$ cat config.mk
export PLATFORM = sky130hd
export DESIGN_NAME = sarpr_top
export DESIGN_NICKNAME = d
export VERILOG_FILES = /design/src/verilog/sarpr_pkg.sv /design/src/verilog/sarpr_top.sv
export SDC_FILE = /design/constraint.sdc
export NUM_CORES = 1
export LEC_CHECK = 0
export ABC_AREA = 0
export CAP_MARGIN = 20
export CORE_MARGIN = 2
export CORE_UTILIZATION = 60
export CTS_CLUSTER_DIAMETER = 80
export CTS_CLUSTER_SIZE = 10
export DETAILED_ROUTE_END_ITERATION = 8
export DONT_BUFFER_PORTS = 1
export GPL_ROUTABILITY_DRIVEN = 0
export GPL_TIMING_DRIVEN = 1
export PLACE_DENSITY = 0.76
export REMOVE_ABC_BUFFERS = 1
export SYNTH_ARGS = -nofsm -noshare
export SYNTH_HDL_FRONTEND = slang
export SYNTH_SLANG_ARGS = --single-unit
$ cat constraint.sdc
create_clock -name clk_sys -period 3.3 [get_ports clk_sys]
set_clock_uncertainty 0.15 [all_clocks]
set_input_delay 0.495 -clock clk_sys [delete_from_list [all_inputs] [get_ports clk_sys]]
set_output_delay 0.495 -clock clk_sys [all_outputs]
set_load 0.01 [all_outputs]
$ cat src/verilog/sarpr_pkg.sv
// Overview of operation
// - Falling convert_start_n with chip select low and a free buffer entry switches the sampler from sample to hold and starts conversion.
// - Busy rises as conversion starts and stays high throughout it.
// - Busy falls as the finished result is captured into the two-entry result buffer.
// - Byte select low presents all sixteen result bits on result_bus.
// - Byte select high places result bits 15..8 on the low lines.
// - Byte select may toggle while the read strobe stays asserted.
// - Conversion steps only on the externally supplied conversion clock.
// - Conversion begins at first rising clock edge; seventeen edges complete it.
// - Further convert_start_n pulses are ignored until the conversion finishes.
// - Result lines stay undriven unless read strobe and chip select are low.
// - Result is two's complement, midscale zero, negative full scale most negative.
package sarpr_pkg;

    typedef enum logic [2:0] {
        SARPR_IDLE  = 3'b001,
        SARPR_ARMED = 3'b010,
        SARPR_CONV  = 3'b100
    } sarpr_state_t;

    localparam int          SARPR_WIDTH      = 16;
    localparam logic [4:0]  SARPR_STEP_FIRST = 5'h01;
    localparam logic [4:0]  SARPR_LATCH_EDGE = 5'h11;
    localparam logic [15:0] SARPR_TRIAL_MSB  = 16'h8000;
    localparam logic [15:0] SARPR_RST_WORD   = 16'h0000;
    localparam logic [4:0]  SARPR_RST_STEP   = 5'h00;
    localparam logic [1:0]  SARPR_BUF_DEPTH  = 2'h2;

endpackage : sarpr_pkg

$ cat src/verilog/sarpr_top.sv
`timescale 1ns/1ps
module sarpr_top (
    input  wire logic        clk_sys,
    input  wire logic        rst_n,
    input  wire logic        conv_clk,
    input  wire logic        convert_start_n,
    input  wire logic        cs_n,
    input  wire logic        rd_n,
    input  wire logic        byte_sel,
    input  wire logic        cmp_above,
    output logic      [15:0] dac_code,
    output logic             hold,
    output logic             busy,
    output logic      [15:0] result_bus,
    output logic      [15:0] result_bus_oe_n
);

    sarpr_pkg::sarpr_state_t state;
    sarpr_pkg::sarpr_state_t next_state;

    logic        conv_clk_q;
    logic        start_n_q;
    logic        rd_act_q;
    logic [15:0] sar;
    logic [15:0] mask;
    logic [4:0]  step;
    logic [15:0] buf_mem [2];
    logic        wr_ptr;
    logic        rd_ptr;
    logic [1:0]  buf_count;

    // State decodes shared by the datapath and the checks
    function automatic logic sarpr_is_conv(input sarpr_pkg::sarpr_state_t s);
        return s == sarpr_pkg::SARPR_CONV;
    endfunction : sarpr_is_conv

    // The first conversion edge already decides bit 15, so armed counts as active
    function automatic logic sarpr_is_active(input sarpr_pkg::sarpr_state_t s);
        return (s == sarpr_pkg::SARPR_ARMED) || (s == sarpr_pkg::SARPR_CONV);
    endfunction : sarpr_is_active

    wire conv_edge    = conv_clk & ~conv_clk_q;
    wire start_fall   = start_n_q & ~convert_start_n;
    wire buf_in_ready = (buf_count != sarpr_pkg::SARPR_BUF_DEPTH);
    // A full buffer refuses new starts so no unread word is overwritten
    wire start_req    = start_fall & ~cs_n & (state == sarpr_pkg::SARPR_IDLE) & buf_in_ready;
    wire in_conv      = sarpr_is_conv(state);
    wire in_active    = sarpr_is_active(state);
    // Edges one to sixteen decide bits; edge seventeen only moves the finished word
    wire latch        = in_conv & conv_edge & (step == sarpr_pkg::SARPR_LATCH_EDGE);
    wire resolve      = in_active & conv_edge & ~latch;
    wire [15:0] kept  = cmp_above ? sar : (sar & ~mask);
    wire [15:0] buf_in_data = {~kept[15], kept[14:0]};
    wire buf_in_valid = latch;
    wire buf_out_valid = (buf_count != 2'h0);
    wire rd_act       = ~rd_n & ~cs_n;
    wire buf_out_ready = rd_act_q & ~rd_act;
    wire push         = buf_in_valid & buf_in_ready;
    wire pop          = buf_out_valid & buf_out_ready;
    wire [15:0] head  = buf_mem[rd_ptr];
    wire [15:0] bus_word = byte_sel ? {head[15:8], head[15:8]} : head;

    always_comb begin
        next_state = state;
        case (state)
            sarpr_pkg::SARPR_IDLE:  if (start_req) next_state = sarpr_pkg::SARPR_ARMED;
            // Armed waits for the first conversion edge
            sarpr_pkg::SARPR_ARMED: if (conv_edge) next_state = sarpr_pkg::SARPR_CONV;
            sarpr_pkg::SARPR_CONV:  if (latch) next_state = sarpr_pkg::SARPR_IDLE;
            default:                next_state = sarpr_pkg::SARPR_IDLE;
        endcase
    end

    always_ff @(posedge clk_sys or negedge rst_n) begin
        if (!rst_n) begin
            state      <= sarpr_pkg::SARPR_IDLE;
            conv_clk_q <= 1'b0;
            start_n_q  <= 1'b1;
            rd_act_q   <= 1'b0;
        end else begin
            state      <= next_state;
            conv_clk_q <= conv_clk;
            start_n_q  <= convert_start_n;
            rd_act_q   <= rd_act;
        end
    end

    // Busy and hold follow the start and the result capture
    always_ff @(posedge clk_sys or negedge rst_n) begin
        if (!rst_n) begin
            busy <= 1'b0;
            hold <= 1'b0;
        end else if (start_req) begin
            busy <= 1'b1;
            hold <= 1'b1;
        end else if (latch) begin
            busy <= 1'b0;
            hold <= 1'b0;
        end
    end

    // Successive approximation, one bit per conversion clock edge on edges one to sixteen
    always_ff @(posedge clk_sys or negedge rst_n) begin
        if (!rst_n) begin
            sar  <= sarpr_pkg::SARPR_RST_WORD;
            mask <= sarpr_pkg::SARPR_RST_WORD;
            step <= sarpr_pkg::SARPR_RST_STEP;
        end else if (start_req) begin
            sar  <= sarpr_pkg::SARPR_TRIAL_MSB;
            mask <= sarpr_pkg::SARPR_TRIAL_MSB;
            // Step holds the number of the coming conversion edge
            step <= sarpr_pkg::SARPR_STEP_FIRST;
        end else if (resolve) begin
            sar  <= kept | (mask >> 1);
            mask <= mask >> 1;
            step <= step + 5'h01;
        end
    end

    assign dac_code = sar;

    // Two-entry result buffer between converter and output bus
    // A read pops only as it ends, so a long strobe shows one word
    always_ff @(posedge clk_sys or negedge rst_n) begin
        if (!rst_n) begin
            wr_ptr    <= 1'b0;
            rd_ptr    <= 1'b0;
            buf_count <= 2'h0;
        end else begin
            if (push) wr_ptr <= ~wr_ptr;
            if (pop) rd_ptr <= ~rd_ptr;
            buf_count <= buf_count + {1'b0, push} - {1'b0, pop};
        end
    end

    // Data only, no reset needed
    always_ff @(posedge clk_sys) begin
        if (push) buf_mem[wr_ptr] <= buf_in_data;
    end

    // Registered bus; byte select is resampled every cycle during a read
    // Costs one cycle of byte-select lag but keeps the lines glitch free
    always_ff @(posedge clk_sys or negedge rst_n) begin
        if (!rst_n) begin
            result_bus      <= sarpr_pkg::SARPR_RST_WORD;
            result_bus_oe_n <= 16'hffff;
        end else begin
            result_bus      <= bus_word;
            result_bus_oe_n <= {16{~rd_act}};
        end
    end

    // Helper for the edge count check
    logic [4:0] hlp_edges;
    always_ff @(posedge clk_sys or negedge rst_n) begin
        if (!rst_n) hlp_edges <= 5'h00;
        else if (start_req) hlp_edges <= 5'h00;
        else if (busy && conv_edge) hlp_edges <= hlp_edges + 5'h01;
    end
endmodule : sarpr_top

==> reports/metrics.yaml <==
sta:
  fin_tns_setup_ns: 0
  final_max_slew_viol_count: 0
  max_freq_mhz: 370
  fin_crit_ns: 2.70
  relSlewSlack: 0.476
  timing.final.crit_share: 0.819
  setup_viol: 0
  tightest_slew_ns: 0.785
  final_hold_viol_count: 0
  rsz0062_at_grt: "no"
routing:
  drc: 0
  viasPerCell: 6.07
  wl_met2_mm: 4.25
  top_layer: "met4"
  wl_met3_um: 506
  first_pass_iters: 4
  routedLengthMet1_mm: 3.68
  wire_per_inst_um: 19.5
  drtIter0Drc: 132
  ant_nets: 0
  wl_mm: 8.50
  vias: 2641
synth:
  ys_types: 43
  seq_area_frac_synth: 0.563
  async_flop_share: 0.670
  synth_top_cell_by_area: "dfrtp_1"
  ys_seq_elements: 97
  synth_ff_type: "dfrtp_1"
  netlist_area_mm2: 0.00460
  synth_area_leaders: "dfrtp_1 34%, edfxtp_1 21%, mux2i_1 7.4%"
  synthDominantCellAreaShare: 0.337
  yosys_warnings: 0
  synth_edf_count: 32
  synthCells: 348
  avgSynthCellArea_um2: 13.2
power_and_ir_drop:
  vdd_drop_max_mv: 0.298
  leakage_nw: 2.02
  p_per_area_mw_per_mm2: 565
run:
  cap_violations: 0
clocking:
  clock_path_buffers: 2
  cts_sinks: 97
  clkTransAtPathRegs_ns: 0.10
  clock_latency_ns: 0.36
  cts_tree: "built"
  numCtsBuffers: 9
  cts-root-buf: "clkbuf_8"
  ctsResizeCount: 0
  cts_max_level: 3
setup_path:
  worst-setup-path-type: "flop to flop"
  crit_path_start_kind: "flop"
  crit_chain: "inv_1 > ha_1 > nand4bb_1 > or4_1 > ha_1 > inv_1 > ha_1 > xnor2_1 > xnor2_1"
  worst-path-buf-inv: 2
  path_delay_family: "simple AND/OR/NAND/NOR gates"
  cp.required_ns: 3.44
  arrival_ns: 2.84
  crit_path_max_fanout: 6
  crit_path_end_kind: "flop"
  cp_common_cell: "ha_1"
  slowest_stage: "or4_1"
  critPathMaxStageDelay_ns: 0.70
final_layout:
  final_common_cell: "dfrtp_1"
  syn2layout_area_growth_pct: 5.14
  nets: 343
  drive_gt1_frac: 0.205
  num_antenna_cells: 0
  final_area_mm2: 0.00484
  final_cell_mix: "62 x dfrtp_1, 34 x mux2i_1, 32 x edfxtp_1"
floorplan:
  die_y_um: 91.6
  fp.dieW_um: 91.6
  rows: 31
  core_mm2: 0.00733
  initial_core_util: 0.628
  die_area_mm2: 0.00839
  io_pins: 58
placed_design:
  port_buffers: 0
  hpwl_mm: 5.32
  dpl_cell_area_mm2: 0.00456
global_routing:
  grt_pass1_vias: 2687
  antenna_found_initial: 0
  overflow: 0
  gr-usage-all-layers: 0.221
  grt_max_degree: 66
  grt_pass1_wl_mm: 14.0
outcome:
  status: "complete, no violations"
min_path:
  hold_path_class: "input pin to flop"
[cells in the mapped netlist (all sizes together), types with 2 or more instances]
cell type,instances
and2,15
buf,34
clkbuf,6
or4,3
dfstp,3
inv,13
o21ai,10
nor2,6
nand2b,18
a21oi,19
xnor2,4
edfxtp,32
clkinv,2
ha,4
mux2,15
nand4bb,2
o41ai,26
dfrtp,62
nand2,10
o31ai,2
a41oi,8
mux2i,34
xor2,2
nor2b,3
[routing by layer]
layer  global-route usage  vias to the layer above
met5                    0                        -
met4               0.0821                        0
met3               0.0473                        4
met2                0.353                       81
met1                0.297                     1332
li1                     -                     1224
[power by group]
part | internal (W) | switching (W)
Sequential | 0.00133 | 0.000147
Clock | 0.000436 | 0.000427
Combinational | 0.000159 | 0.000232
[layout make-up]
cell class | instances | area [um^2]
Inverter | 15 | 56.3
Multi-Input combinational cell | 196 | 1710
Timing Repair Buffer | 12 | 130
Clock inverter | 7 | 103
Tap cell | 99 | 124
Fill cell | 515 | 2490
Sequential cell | 97 | 2590
Clock buffer | 9 | 124
[what timing repair did]
item                                   CTS  global route
setup buffers                            0             0
endpoints found under the hold margin   67             0
hold buffers                             4             0
[kinds of logic (layout without fill, tap and decap cells)]
kind of cell               count (synthesis)  count (layout)  synth area share
buffers and inverters                     55              43            0.0690
adders and majority gates                  4               4            0.0109
and+or+nand+nor                           63              63            0.0864
DFF                                       97              97             0.563
AOI/OAI and AO/OA                         74              74             0.149
xor gates and xnor gates                   6               6            0.0114
muxes                                     49              49             0.111
[registers in the layout (all words and copies together) (netlist names)]
| name | count |
|---|---|
| conv_clk_q | 1 |
| result_bus | 16 |
| step | 5 |
| start_n_q | 1 |
| mask | 16 |
| state | 3 |
| wr_ptr | 1 |
| dac_code | 16 |
| buf_mem | 32 |
| busy | 1 |
| rd_ptr | 1 |
| rd_act_q | 1 |
| buf_count | 2 |
| result_bus_oe_n | 1 |
[worst paths after layout]
check,end,slack [ns],depth (start not counted),start
min in group asynchronous,result_bus[7],0.52,2,rst_n
max in group asynchronous,start_n_q,2.18,2,rst_n
worst max register to register,buf_count[1],0.60,9,step[1]
worst min-delay path,rd_act_q,0.08,1,rd_n
worst max-delay path,buf_count[1],0.60,9,step[1]
worst min register to register,result_bus[9],0.35,1,buf_mem[1][9]
[worst register-to-register path, cell delays in order, from the launching register on]
cell and delay [ns]:
dfrtp_1 0.42, inv_1 0.07, ha_1 0.14, nand4bb_1 0.31, or4_1 0.70, ha_1 0.32, inv_1 0.04, ha_1 0.18
xnor2_1 0.17, xnor2_1 0.13
[stage by stage]
| stage | cells | hold WS [ns] | utilization | power [W] | setup WS (ns) |
|---|---|---|---|---|---|
| after floorplan | 308 | 0.0494 | - | 0.00175 | 0.00765 |
| after global placement | 415 | 0.0515 | 0.622 | 0.00187 | 0.717 |
| after detailed placement | 415 | 0.0509 | 0.622 | 0.00189 | 0.585 |
| after CTS | 435 | 0.0652 | 0.660 | 0.00276 | 0.577 |
| after global routing | 435 | 0.0514 | 0.660 | 0.00287 | 0.448 |
| final | 435 | 0.0784 | 0.660 | 0.00274 | 0.597 |
No activity file was read; power rests on OpenSTA's default activity.
